### src/design/scl_pkg.sv
/*
  Constants, register map and state codes for the serial configuration
  pin logic. Assumes a single 25 MHz system clock and AXI4-Lite access.
*/
// How it works
// - Passive mode: clock pin is input, data bit taken on its rising edge.
// - Active mode: device drives the clock pin, internal pull-up always on.
// - After configuration clock pin tri-stated; its toggling is ignored.
// - Configuration data arrives one bit at a time on one data pin.
// - Disabled optional pins are user I/O, tri-stated with pull-ups meanwhile.
// - Enabled user start-up clock paces the initialization sequence.
// - Init-done undriven while request low and at configuration start.
// - Init-done driven low once first frame enables it.
// - Init-done released when initialization ends; user mode entered then.
// - Enabled global output enable low tri-states every I/O pin.
// - Enabled global clear low clears every device register.
// - Config-complete held low until all data received without error.
package scl_pkg;

  localparam int ADDR_W = 5;

  // Register byte offsets
  localparam logic [ADDR_W-1:0] REG_CTRL     = 5'h00;
  localparam logic [ADDR_W-1:0] REG_STATUS   = 5'h04;
  localparam logic [ADDR_W-1:0] REG_FRAMES   = 5'h08;
  localparam logic [ADDR_W-1:0] REG_OPTIONS  = 5'h0C;
  localparam logic [ADDR_W-1:0] REG_IRQ_STAT = 5'h10;
  localparam logic [ADDR_W-1:0] REG_IRQ_MASK = 5'h14;

  // Control fields
  localparam int CTRL_AS_BIT = 0;
  localparam int CTRL_EN_BIT = 1;
  localparam logic [1:0] CTRL_RESET = 2'h0;

  // Option bits inside the first frame
  localparam int OPT_USER_CLK = 0;
  localparam int OPT_INIT_DONE = 1;
  localparam int OPT_GLOBAL_OE = 2;
  localparam int OPT_GLOBAL_CLR = 3;

  // Frame layout
  localparam int FRAME_BITS = 32;
  localparam int BIT_CNT_W = 5;
  localparam int FRAME_COUNT = 4;
  localparam int FRAME_CNT_W = 8;
  localparam logic [31:0] END_WORD = 32'hA5C3_0F5A;

  // Interrupt bits
  localparam int IRQ_W = 4;
  localparam int IRQ_FRAME = 0;
  localparam int IRQ_COMPLETE = 1;
  localparam int IRQ_USER = 2;
  localparam int IRQ_FAIL = 3;
  localparam logic [IRQ_W-1:0] IRQ_MASK_RESET = 4'h0;

  // Timing
  localparam int CLK_NS = 40;
  localparam int AS_HALF_NS = 80;
  localparam int AS_HALF_CYC = (AS_HALF_NS / CLK_NS < 1) ? 1
                               : AS_HALF_NS / CLK_NS;
  localparam int INIT_CYCLES = 16;
  localparam int CNT_W = 8;

  localparam logic [1:0] RESP_OKAY = 2'h0;
  localparam logic [1:0] RESP_SLVERR = 2'h2;

  typedef enum logic [4:0] {
    ST_RESET = 5'b00001,
    ST_LOAD  = 5'b00010,
    ST_INIT  = 5'b00100,
    ST_USER  = 5'b01000,
    ST_FAIL  = 5'b10000
  } scl_state_e;

endpackage

### src/design/scl_sync.sv
/*
  Two-flop synchroniser, one chain per bit.
  Assumes inputs come from outside the system clock domain.
*/
`timescale 1ns/1ps
`default_nettype none
module scl_sync #(
  parameter int W = 1
) (
  // Clock and reset
  input  wire logic         clock,
  input  wire logic         rst_n,
  // Data
  input  wire logic [W-1:0] asyncIn,
  output logic      [W-1:0] syncOut
);

  logic [W-1:0] meta_r;

  genvar i;
  generate
    for (i = 0; i < W; i++) begin : g_bit
      always_ff @(posedge clock or negedge rst_n) begin
        if (!rst_n) begin
          meta_r[i]  <= 1'b0;
          syncOut[i] <= 1'b0;
        end else begin
          meta_r[i]  <= asyncIn[i];
          syncOut[i] <= meta_r[i];
        end
      end
    end
  endgenerate

endmodule
`default_nettype wire

### src/design/scl_loader.sv
/*
  Serial configuration loader with its optional pins and AXI4-Lite
  registers. Assumes pins arrive asynchronously; open-drain and
  two-way pins are resolved outside from the enables.
*/
`timescale 1ns/1ps
`default_nettype none
module scl_loader
  import scl_pkg::*;
(
  // Clock and reset
  input  wire logic              clock,
  input  wire logic              rst_n,
  // AXI4-Lite write
  input  wire logic [ADDR_W-1:0] s_axi_awaddr,
  input  wire logic              s_axi_awvalid,
  output logic                   s_axi_awready,
  input  wire logic [31:0]       s_axi_wdata,
  input  wire logic [3:0]        s_axi_wstrb,
  input  wire logic              s_axi_wvalid,
  output logic                   s_axi_wready,
  output logic [1:0]             s_axi_bresp,
  output logic                   s_axi_bvalid,
  input  wire logic              s_axi_bready,
  // AXI4-Lite read
  input  wire logic [ADDR_W-1:0] s_axi_araddr,
  input  wire logic              s_axi_arvalid,
  output logic                   s_axi_arready,
  output logic [31:0]            s_axi_rdata,
  output logic [1:0]             s_axi_rresp,
  output logic                   s_axi_rvalid,
  input  wire logic              s_axi_rready,
  // Configuration clock pin
  input  wire logic              configClockIn,
  output logic                   configClockOut,
  output logic                   configClockOe,
  output logic                   configClockPullUp,
  // Configuration inputs
  input  wire logic              serialConfigInput,
  input  wire logic              configRequestN,
  input  wire logic              chipEnableN,
  // Config-complete open-drain pin
  input  wire logic              configCompleteIn,
  output logic                   configCompleteOut,
  output logic                   configCompleteOe,
  // Optional pins
  input  wire logic              userStartupClock,
  input  wire logic              globalOutputEnable,
  input  wire logic              globalRegisterClearN,
  output logic                   initDoneOut,
  output logic                   initDoneOe,
  // Device-wide controls
  output logic                   ioTristateAll,
  output logic                   registerClearAll,
  output logic                   optionPinPullUp,
  output logic                   userMode,
  // Interrupt
  output logic                   irq
);

  logic [7:0]             pinS;
  logic                   clkS, dataS, reqS, ceS;
  logic                   uclkS, goeS, clrS, doneInS;
  scl_state_e             state_r, state_nxt;
  logic [1:0]             ctrl_r;
  logic                   asMode_r;
  logic                   clkPrev_r, uclkPrev_r;
  logic                   psRise, uclkRise, asRise, bitTake;
  logic                   asClk_r;
  logic [CNT_W-1:0]       divCnt_r;
  logic [FRAME_BITS-1:0]  frameSr_r;
  logic [BIT_CNT_W-1:0]   bitCnt_r;
  logic [FRAME_CNT_W-1:0] frameCnt_r;
  logic [31:0]            options_r;
  logic [31:0]            frameWord;
  logic                   frameDone;
  logic [CNT_W-1:0]       initCnt_r;
  logic                   initTick;
  logic                   userClkEn, initDoneEn, goeEn, clrEn;
  logic [IRQ_W-1:0]       irqStat_r, irqMask_r, irqEvt;
  logic                   awHeld_r, wHeld_r;
  logic [ADDR_W-1:0]      awAddr_r;
  logic [31:0]            wData_r;
  logic                   doWrite, takeRead;
  logic [31:0]            rdVal;
  logic                   rdHit;

  // Every pin input crosses two flops first
  scl_sync #(.W(8)) u_sync (
    .clock  (clock),
    .rst_n  (rst_n),
    .asyncIn({configClockIn, serialConfigInput, configRequestN,
              chipEnableN, userStartupClock, globalOutputEnable,
              globalRegisterClearN, configCompleteIn}),
    .syncOut(pinS)
  );
  assign {clkS, dataS, reqS, ceS, uclkS, goeS, clrS, doneInS} = pinS;

  assign userClkEn  = options_r[OPT_USER_CLK];
  assign initDoneEn = options_r[OPT_INIT_DONE];
  assign goeEn      = options_r[OPT_GLOBAL_OE];
  assign clrEn      = options_r[OPT_GLOBAL_CLR];

  always_ff @(posedge clock or negedge rst_n) begin
    if (!rst_n) begin
      clkPrev_r  <= 1'b0;
      uclkPrev_r <= 1'b0;
    end else begin
      clkPrev_r  <= clkS;
      uclkPrev_r <= uclkS;
    end
  end

  assign psRise   = clkS & ~clkPrev_r;
  assign uclkRise = uclkS & ~uclkPrev_r;

  // Active mode clock divider, runs only while loading
  always_ff @(posedge clock or negedge rst_n) begin
    if (!rst_n) begin
      divCnt_r <= '0;
      asClk_r  <= 1'b0;
    end else if (state_r != ST_LOAD || !asMode_r) begin
      divCnt_r <= '0;
      asClk_r  <= 1'b0;
    end else if (divCnt_r == CNT_W'(AS_HALF_CYC - 1)) begin
      divCnt_r <= '0;
      asClk_r  <= ~asClk_r;
    end else begin
      divCnt_r <= divCnt_r + 1'b1;
    end
  end

  assign asRise = (divCnt_r == CNT_W'(AS_HALF_CYC - 1)) & ~asClk_r;
  // Pin edges outside loading are ignored
  assign bitTake = (state_r == ST_LOAD) & ~ceS
                   & (asMode_r ? asRise : psRise);

  // Shift in arrival order, first bit ends up in the MSB
  assign frameWord = {frameSr_r[FRAME_BITS-2:0], dataS};
  assign frameDone = bitTake & (bitCnt_r == BIT_CNT_W'(FRAME_BITS - 1));

  always_ff @(posedge clock or negedge rst_n) begin
    if (!rst_n) begin
      frameSr_r <= '0;
    end else if (bitTake) begin
      frameSr_r <= frameWord;
    end
  end

  always_ff @(posedge clock or negedge rst_n) begin
    if (!rst_n) begin
      bitCnt_r   <= '0;
      frameCnt_r <= '0;
    end else if (state_r == ST_RESET) begin
      bitCnt_r   <= '0;
      frameCnt_r <= '0;
    end else if (bitTake) begin
      bitCnt_r <= bitCnt_r + 1'b1;
      if (frameDone) begin
        frameCnt_r <= frameCnt_r + 1'b1;
      end
    end
  end

  always_ff @(posedge clock or negedge rst_n) begin
    if (!rst_n) begin
      options_r <= '0;
    end else if (state_r == ST_RESET) begin
      options_r <= '0;
    end else if (frameDone && frameCnt_r == '0) begin
      options_r <= frameWord;
    end
  end

  always_ff @(posedge clock or negedge rst_n) begin
    if (!rst_n) begin
      asMode_r <= 1'b0;
    end else if (state_r == ST_RESET) begin
      asMode_r <= ctrl_r[CTRL_AS_BIT];
    end
  end

  // User clock paces start-up when enabled
  assign initTick = userClkEn ? uclkRise : 1'b1;

  always_ff @(posedge clock or negedge rst_n) begin
    if (!rst_n) begin
      initCnt_r <= '0;
    end else if (state_r != ST_INIT) begin
      initCnt_r <= '0;
    end else if (initTick) begin
      initCnt_r <= initCnt_r + 1'b1;
    end
  end

  always_comb begin
    state_nxt = state_r;
    unique case (state_r)
      ST_RESET: begin
        if (reqS && ctrl_r[CTRL_EN_BIT]) begin
          state_nxt = ST_LOAD;
        end
      end
      ST_LOAD: begin
        if (frameDone && frameCnt_r == FRAME_CNT_W'(FRAME_COUNT - 1)) begin
          state_nxt = (frameWord == END_WORD) ? ST_INIT : ST_FAIL;
        end
      end
      ST_INIT: begin
        if (initTick && initCnt_r == CNT_W'(INIT_CYCLES - 1)) begin
          state_nxt = ST_USER;
        end
      end
      ST_USER: state_nxt = ST_USER;
      ST_FAIL: state_nxt = ST_FAIL;
      default: state_nxt = ST_RESET;
    endcase
    if (!reqS) begin
      state_nxt = ST_RESET;
    end
  end

  always_ff @(posedge clock or negedge rst_n) begin
    if (!rst_n) begin
      state_r <= ST_RESET;
    end else begin
      state_r <= state_nxt;
    end
  end

  // Pin drives
  assign configClockOut    = asClk_r;
  assign configClockOe     = asMode_r & (state_r == ST_LOAD);
  assign configClockPullUp = asMode_r;
  assign configCompleteOut = 1'b0;
  assign configCompleteOe  = (state_r != ST_INIT)
                             & (state_r != ST_USER);
  assign initDoneOut       = 1'b0;
  // Options clear in reset, so the pin floats then
  assign initDoneOe        = initDoneEn & ((state_r == ST_LOAD)
                             | (state_r == ST_INIT) | (state_r == ST_FAIL));
  assign userMode          = (state_r == ST_USER);
  assign optionPinPullUp   = ~userMode;
  assign ioTristateAll     = ~userMode | (goeEn & ~goeS);
  assign registerClearAll  = clrEn & ~clrS;

  // Interrupt events, sticky, cleared by reading
  assign irqEvt[IRQ_FRAME]    = frameDone;
  assign irqEvt[IRQ_COMPLETE] = (state_r == ST_LOAD) & (state_nxt == ST_INIT);
  assign irqEvt[IRQ_USER]     = (state_r == ST_INIT) & (state_nxt == ST_USER);
  assign irqEvt[IRQ_FAIL]     = (state_r == ST_LOAD) & (state_nxt == ST_FAIL);

  assign takeRead = s_axi_arvalid & s_axi_arready;

  always_ff @(posedge clock or negedge rst_n) begin
    if (!rst_n) begin
      irqStat_r <= '0;
    end else if (takeRead && s_axi_araddr == REG_IRQ_STAT) begin
      irqStat_r <= irqEvt;
    end else begin
      irqStat_r <= irqStat_r | irqEvt;
    end
  end

  assign irq = |(irqStat_r & irqMask_r);

  // Write channel, address and data in either order
  assign s_axi_awready = ~awHeld_r;
  assign s_axi_wready  = ~wHeld_r;
  assign doWrite       = awHeld_r & wHeld_r & ~s_axi_bvalid;

  always_ff @(posedge clock or negedge rst_n) begin
    if (!rst_n) begin
      awHeld_r <= 1'b0;
      wHeld_r  <= 1'b0;
      awAddr_r <= '0;
      wData_r  <= '0;
    end else begin
      if (s_axi_awvalid && !awHeld_r) begin
        awHeld_r <= 1'b1;
        awAddr_r <= s_axi_awaddr;
      end else if (doWrite) begin
        awHeld_r <= 1'b0;
      end
      if (s_axi_wvalid && !wHeld_r) begin
        wHeld_r <= 1'b1;
        wData_r <= s_axi_wdata;
      end else if (doWrite) begin
        wHeld_r <= 1'b0;
      end
    end
  end

  // Byte lane 0 holds every writable field
  always_ff @(posedge clock or negedge rst_n) begin
    if (!rst_n) begin
      ctrl_r    <= CTRL_RESET;
      irqMask_r <= IRQ_MASK_RESET;
    end else if (doWrite && s_axi_wstrb[0]) begin
      if (awAddr_r == REG_CTRL) begin
        ctrl_r <= wData_r[1:0];
      end
      if (awAddr_r == REG_IRQ_MASK) begin
        irqMask_r <= wData_r[IRQ_W-1:0];
      end
    end
  end

  always_ff @(posedge clock or negedge rst_n) begin
    if (!rst_n) begin
      s_axi_bvalid <= 1'b0;
      s_axi_bresp  <= RESP_OKAY;
    end else if (doWrite) begin
      s_axi_bvalid <= 1'b1;
      s_axi_bresp  <= (awAddr_r == REG_CTRL || awAddr_r == REG_IRQ_MASK)
                      ? RESP_OKAY : RESP_SLVERR;
    end else if (s_axi_bready) begin
      s_axi_bvalid <= 1'b0;
    end
  end

  // Read channel
  always_comb begin
    rdHit = 1'b1;
    rdVal = '0;
    unique case (s_axi_araddr)
      REG_CTRL:     rdVal = {30'h0, ctrl_r};
      REG_STATUS:   rdVal = {25'h0, doneInS, asMode_r, state_r};
      REG_FRAMES:   rdVal = {24'h0, frameCnt_r};
      REG_OPTIONS:  rdVal = options_r;
      REG_IRQ_STAT: rdVal = {28'h0, irqStat_r};
      REG_IRQ_MASK: rdVal = {28'h0, irqMask_r};
      default:      rdHit = 1'b0;
    endcase
  end

  assign s_axi_arready = ~s_axi_rvalid;

  always_ff @(posedge clock or negedge rst_n) begin
    if (!rst_n) begin
      s_axi_rvalid <= 1'b0;
      s_axi_rdata  <= '0;
      s_axi_rresp  <= RESP_OKAY;
    end else if (takeRead) begin
      s_axi_rvalid <= 1'b1;
      s_axi_rdata  <= rdVal;
      s_axi_rresp  <= rdHit ? RESP_OKAY : RESP_SLVERR;
    end else if (s_axi_rready) begin
      s_axi_rvalid <= 1'b0;
    end
  end
endmodule
`default_nettype wire

### config.mk
export PLATFORM = sky130hd
export DESIGN_NAME = scl_loader
export DESIGN_NICKNAME = d
export VERILOG_FILES = /design/src/design/scl_pkg.sv /design/src/design/scl_sync.sv /design/src/design/scl_loader.sv
export SDC_FILE = /design/constraint.sdc
export NUM_CORES = 1
export LEC_CHECK = 0
export ABC_CLOCK_PERIOD_IN_PS = 4000
export BUFFER_PORTS_ARGS = -buffer_cell sky130_fd_sc_hd__buf_4
export CORE_UTILIZATION = 40
export CTS_CLUSTER_DIAMETER = 50
export CTS_CLUSTER_SIZE = 10
export DETAILED_ROUTE_END_ITERATION = 8
export GPL_TIMING_DRIVEN = 0
export SETUP_SLACK_MARGIN = 0.02
export SLEW_MARGIN = 30
export SYNTH_ARGS = -nofsm -noshare
export SYNTH_HDL_FRONTEND = slang
export SYNTH_SLANG_ARGS = --single-unit
### constraint.sdc
create_clock -name clock -period 4 [get_ports clock]
set_input_delay 0.2 -clock clock [delete_from_list [all_inputs] [get_ports clock]]
set_output_delay 0.2 -clock clock [all_outputs]
set_load 0.02 [all_outputs]
-- Yosys cells after proc, flatten, opt, wreduce, memory -nomap -nowiden
Index checks and enable logic that the tools add are counted.
- magnitude comparators: 0
- add/sub/neg operators: 4
- shift operators: 0
- bitwise operators: 33
- multiply operators: 0
- mux-type cells: 33
- reduce and logical (&&, ||, !) cells: 30
- equal/unequal tests: 22
- div/mod/pow operators: 0
- operator list (kind ; number):
    $pmux W32 S6 ; 1
    $mux W32 ; 2
    $mux W8 ; 7
    $mux W5 ; 7
    $eq A32 B32 Y1 const B ; 1
    $eq A5 B5 Y1 const B ; 6
    $pmux W5 S5 ; 1
    $add A8 B1 Y8 const B ; 3
    $eq A5 B4 Y1 const B ; 4
    $reduce_bool A2 Y1 ; 9
    $and A1 B1 Y1 ; 17
    $eq A5 B3 Y1 const B ; 3
    $mux W1 ; 12
    $not A1 Y1 ; 11
    $logic_not A5 Y1 ; 2
    $eq A8 B1 Y1 const B ; 1
    $eq A8 B2 Y1 const B ; 1
    $eq A8 B4 Y1 const B ; 1
    $logic_and A1 B1 Y1 ; 8
    $logic_not A8 Y1 ; 1
    $reduce_and A2 Y1 ; 3
    $reduce_or A6 Y1 ; 1
    $add A5 B1 Y5 const B ; 1
    $eq A5 B1 Y1 const B ; 1
    12 further kinds ; 18
- ROM bits: 0
- output and inout bits: 53
- register bits after elaboration: 176
- word-level logic and storage cells: 161
- bits in writable memories: 0
- bits in latches: 0
- memories: 0

-- Longest topological paths before layout
- depth in word-level cells: 13
- mapped depth: 8
- mapped depth without buffers: 7

-- Cells and area by module
Synthesis repeated with hierarchy kept, for this count alone.
- cell total of the unflattened synthesis: 688
- area total of the unflattened synthesis: 7534.7 um2
- modules (own cells, without submodules) (module ; cells each ; instances ; sequential area each (um2) ; area each (um2)):
    scl_loader ; 672 ; 1 ; 3955.0 ; 7134.3
    scl_sync ; 16 ; 1 ; 400.4 ; 400.4

-- Least setup slack after synthesis
Ideal clock, no wire load.
- path kind: register to register
- start: reg divCnt_r[1]
- end: reg frameCnt_r[4]
- path slack: 1.992 ns
- buffers on the path: 0
- cell stages (with the launch flop): 7
- clock period less this slack: 2.008 ns
- data arrival time: 1.886 ns
- setup time: 0.123 ns
- cells stage by stage: dfrtp_1 inv_1 ha_1 or4b_4 o21a_4 or4_1 mux2i_1
- longest elaborated chain between the ends: 7
- ends and longest elaborated chain (what ; RTL line ; source):
    start, declared ; scl_loader.sv:70 ; logic [CNT_W-1:0] divCnt_r;
    start signal, assigned ; scl_loader.sv:129 ; divCnt_r <= divCnt_r + 1'b1;
    $eq A8 B1 Y1 (*) ; scl_loader.sv:133 ; assign asRise = (divCnt_r == CNT_W'(AS_HALF_CYC - 1)) & ~asClk_r;
    $and A1 B1 Y1 (*) ; scl_loader.sv:133 ;
    $mux W1 (*) ; scl_loader.sv:136 ; & (asMode_r ? asRise : psRise);
    $and A1 B1 Y1 (*) ; scl_loader.sv:136 ;
    $and A1 B1 Y1 ; scl_loader.sv:140 ; assign frameDone = bitTake & (bitCnt_r == BIT_CNT_W'(FRAME_BITS - 1));
    $reduce_bool A2 Y1 (no source line) ; -- ;
    $reduce_and A2 Y1 (no source line) (*) ; -- ;
    end signal, assigned ; scl_loader.sv:160 ; frameCnt_r <= frameCnt_r + 1'b1;
    end, declared ; scl_loader.sv:73 ; logic [FRAME_CNT_W-1:0] frameCnt_r;
Mark *: on every way between the ends. The rest lies on a longest branch, timed or not.
A chain may end at the register's enable or synchronous reset.

-- Worst setup path after layout
- start: reg state_r[2]
- end: reg frameCnt_r[0]
- longest elaborated chain between the ends: 6
- ends and longest elaborated chain (what ; RTL line ; source):
    start, declared ; scl_loader.sv:64 ; scl_state_e state_r, state_nxt;
    start signal, assigned ; scl_loader.sv:227 ; state_r <= state_nxt;
    $eq A5 B2 Y1 ; scl_loader.sv:135 ; assign bitTake = (state_r == ST_LOAD) & ~ceS
    $and A1 B1 Y1 ; scl_loader.sv:135 ;
    $and A1 B1 Y1 ; scl_loader.sv:136 ;
    $and A1 B1 Y1 ; scl_loader.sv:140 ;
    $reduce_bool A2 Y1 (no source line) ; -- ;
    $reduce_and A2 Y1 (no source line) ; -- ;
Parallel ways exist; a longest one is shown, timed or not.

==> impl_summary.log <==
[metrics] outcome: completed
[metrics] initial antenna violation count: 0
[metrics] Detailed Route WL: between 15 and 20 mm
[metrics] number of clock sinks: ~170
[metrics] worst hold path type: input port to flip-flop
[metrics] Worst Skew: roughly 0.015 ns
[metrics] required time worst endpoint: 4.34 ns
[metrics] transition time of the tightest slew-check pin: 0.747 ns
[metrics] Vias per Instance: 5.06
[metrics] count of antenna diodes in the layout: 0
[metrics] total non-filler cell area in the finished layout: 9560 um2
[metrics] final hold violation count: 0
[metrics] most common flop cell mapped by yosys: dfrtp_1
[metrics] final routed DRC violation total: 0
[metrics] Synth Area per Inst: 10.9 um2
[metrics] maximum clock rate: 0.399 GHz
[metrics] die area: 19900 um2
[metrics] Die Y-Extent: around 140 um
[metrics] startpoint of the most critical register-to-register path: state_r[2]$_DFF_PN0_
[metrics] share of synthesized flip-flops with an asynchronous set or reset: 1.00
[metrics] clock network latency to the later pin of the worst-skew pair: 0.43 ns
[metrics] number of cells produced by synthesis: just over 700
[metrics] post-DP HPWL: 13.0 mm
[metrics] number of nets in the layout: 899
[metrics] area taken by multi-input logic gates: 3040 um2
[metrics] fin crit period: roughly 2.5 ns
[metrics] Longest Clk Path Bufs: 2
[metrics] summed instance area of the synthesized netlist: 7740 um2
[metrics] clock slew at the register clock pins of the worst setup and hold paths: 0.06 ns
[metrics] pin count of the biggest net entering global routing: between 70 and 80
[metrics] area share of the leading cell type in the synthesized netlist: 0.559
[metrics] wire length per cell: between 15 and 20 um
[metrics] DIE WIDTH: ~140 um
[metrics] first-pass iteration count of the detailed router: 4
[metrics] final setup TNS: 0 ns
[metrics] IO buf count: 76
[metrics] commonest non-fill, non-tap cell in the layout: dfrtp_1
[metrics] register area share after synthesis: 0.563
[metrics] fillers: 1703
[metrics] Worst Setup End Kind: flip-flop
[metrics] post-route fraction of the period consumed by the critical path: 0.627
[metrics] kind of critical path: flip-flop to flip-flop
[metrics] ratio of cells with drive above 1 in the final layout: 0.179
[metrics] largest area contributor in the synthesized netlist: dfrtp_1
[metrics] endpoint arrival time on the critical path: roughly 2.9 ns
[metrics] most area-consuming cells after synthesis: dfrtp_1 56%, mux2i_1 8.8%, nand2_1 6.3%, mux2_2 2.9%, nand3_1 2.8%
[metrics] first-pass GRT wire length: 29.9 mm
[metrics] Critical path origin: state_r[2]$_DFF_PN0_
[metrics] worst setup timing slack at the placement stage: 1.54 ns
[metrics] total track usage: 0.195
[metrics] power density over the cells: approximately 470 nW/um2
[metrics] number of cell rows: 50
[metrics] remaining max-slew budget at the tightest pin: 0.498
[metrics] critical path peak fanout: 10
[metrics] Worst Setup Start Kind: flip-flop
[metrics] global route overflow: 0
[metrics] final core utilization: 0.508
[metrics] vias after detailed routing: 5583
[metrics] maximum VDD drop: 325 uV
[metrics] CTS H-tree depth: 4
[metrics] setup slack of the critical path after layout: 1.49 ns
[metrics] gp weighted congestion: approximately 0.87
[metrics] highest-count cells in the layout ignoring fill and taps: 173 x dfrtp_1, 130 x nand2_1, 79 x buf_4
[metrics] number of max-cap violations: 0
[metrics] register area: 4360 um2
[metrics] violation count after the first detailed-routing iteration: about 300
[metrics] HP Start: s_axi_awaddr[2]
[metrics] LEAKAGE: 4.76 nW
[metrics] setup repair after global routing missed its margin: false
[metrics] antenna-violating nets left: 0
[metrics] Starting Density: 0.411
[metrics] clock tree from TritonCTS: done
[metrics] total CTS buffers: 17
[metrics] Synth-to-Final Area Change: 23.5%
[metrics] placed cell areas: 8710 um2
[metrics] synthesis warning total: 0
[metrics] clock root buffer master: clkbuf_16
[metrics] count of pins over their slew limit: 0
[metrics] vias in the first global route: 5845
[metrics] number of top-level pins: 114
[metrics] EDFF count, synth: 0
[metrics] number of unique standard cell types used by synthesis: 63
[metrics] area of the core region: 18800 um2
[metrics] total of flip-flops plus latches after synthesis: around 170
[metrics] # setup viols final: 0
-- area by class of cell --
type / instances / share of cell area
plain buffers: 35 / 0.0183
clock buffers: 18 / 0.0449
clock inverters: 14 / 0.0238
inverters: 47 / 0.0185
multi-input cells: 459 / 0.319
flip-flops and latches: 174 / 0.456
well taps: 260 / 0.0340
repair buffers: 97 / 0.0861
-- worst paths after layout --
path / cells after the start / end / slack (ns)
max in group asynchronous: 4 / s_axi_rdata[7]$_DFFE_PN0P_ / 2.80
max: 7 / frameCnt_r[0]$_DFFE_PN0P_ / 1.49
min reg2reg: 0 / u_sync.syncOut[1]$_DFF_PN0_ / 0.35
min: 2 / awAddr_r[2]$_DFFE_PN0P_ / 0.02
min in group asynchronous: 2 / s_axi_bvalid$_DFFE_PN0P_ / 0.20
max reg2reg: 7 / frameCnt_r[0]$_DFFE_PN0P_ / 1.49
-- power breakdown --
part	internal, W	switching [W]	total, W	leakage, nW
Sequential	0.00188	0.0000939	0.00197	2.34
Clock	0.00112	0.000712	0.00183	0.316
Combinational	0.000254	0.000421	0.000675	2.11
-- sequential cells by signal (all words and copies together), names as in the netlist, 5 cells and up --
register and cells:
awAddr_r 5, divCnt_r 8, bitCnt_r 5, u_sync.meta_r 8, frameCnt_r 8, options_r 32
state_r 5, frameSr_r 31, s_axi_rdata 32, initCnt_r 8, u_sync.syncOut 8
-- metrics by stage --
stage | cells | hold WS, ns | power, W
after global placement | 1051 | 0.310 | 0.00263
after global routing | 1104 | 0.00361 | 0.00468
after CTS | 1104 | 0.00474 | 0.00453
final | 1104 | 0.0244 | 0.00448
after floorplan | 715 | -0.0956 | 0.00238
after detailed placement | 1053 | 0.0500 | 0.00267
-- worst max-delay path: stages, from the launching register on --
cell	delay, ns
dfrtp_1	0.32
clkbuf_1	0.37
nor3_1	0.16
nand2_1	0.39
clkbuf_1	0.42
buf_1	0.49
nand2_1	0.12
mux2i_1	0.15
-- cell usage after synthesis (all sizes together) (2+ instances only) --
cell	n
xor2	6
a2111oi	2
a22oi	6
or4b	4
o21a	4
buf	15
nor4bb	6
ha	7
nor2b	11
nor2	24
and2	4
or3	3
mux2	22
nand3b	2
a21oi	7
nand2b	7
inv	47
nor4	6
o21ai	21
nand2	130
mux2i	68
nand3	44
o31ai	3
nor3	7
and4	2
clkbuf	20
nand4	8
a32o	3
a222oi	2
nor4b	3
o2111a	2
a221oi	2
xnor2	10
mux4	2
o211ai	3
and3	6
and3b	2
or4	5
dfrtp	173
-- what timing repair did --
action,CTS,global route
setup buffers,0,0
endpoints found under the hold margin,113,0
resized for setup,0,0
hold buffers,19,0
-- layer usage --
layer / up-vias / track usage / wire length [um]
met5: - / 0 / 0
met4: 0 / 0.0727 / 294
met3: 21 / 0.0384 / 709
met2: 117 / 0.311 / 8590
met1: 2762 / 0.263 / 8270
li1: 2683 / - / -
-- kinds of logic (layout without fill, tap and decap cells) --
family / Yosys count / in the layout / share of synthesized area
AND/OR/NAND/NOR: 277 / 277 / 0.179
flip-flops: 174 / 174 / 0.563
multiplexers: 92 / 92 / 0.126
buffers and inverters: 82 / 211 / 0.0454
AO/OA/AOI/OAI: 63 / 63 / 0.0571
XOR/XNOR: 16 / 16 / 0.0181
adder cells (fa/ha/maj): 7 / 7 / 0.0113
other: 1 / 4 / 0.000485
(Power assumes the default switching activity.)
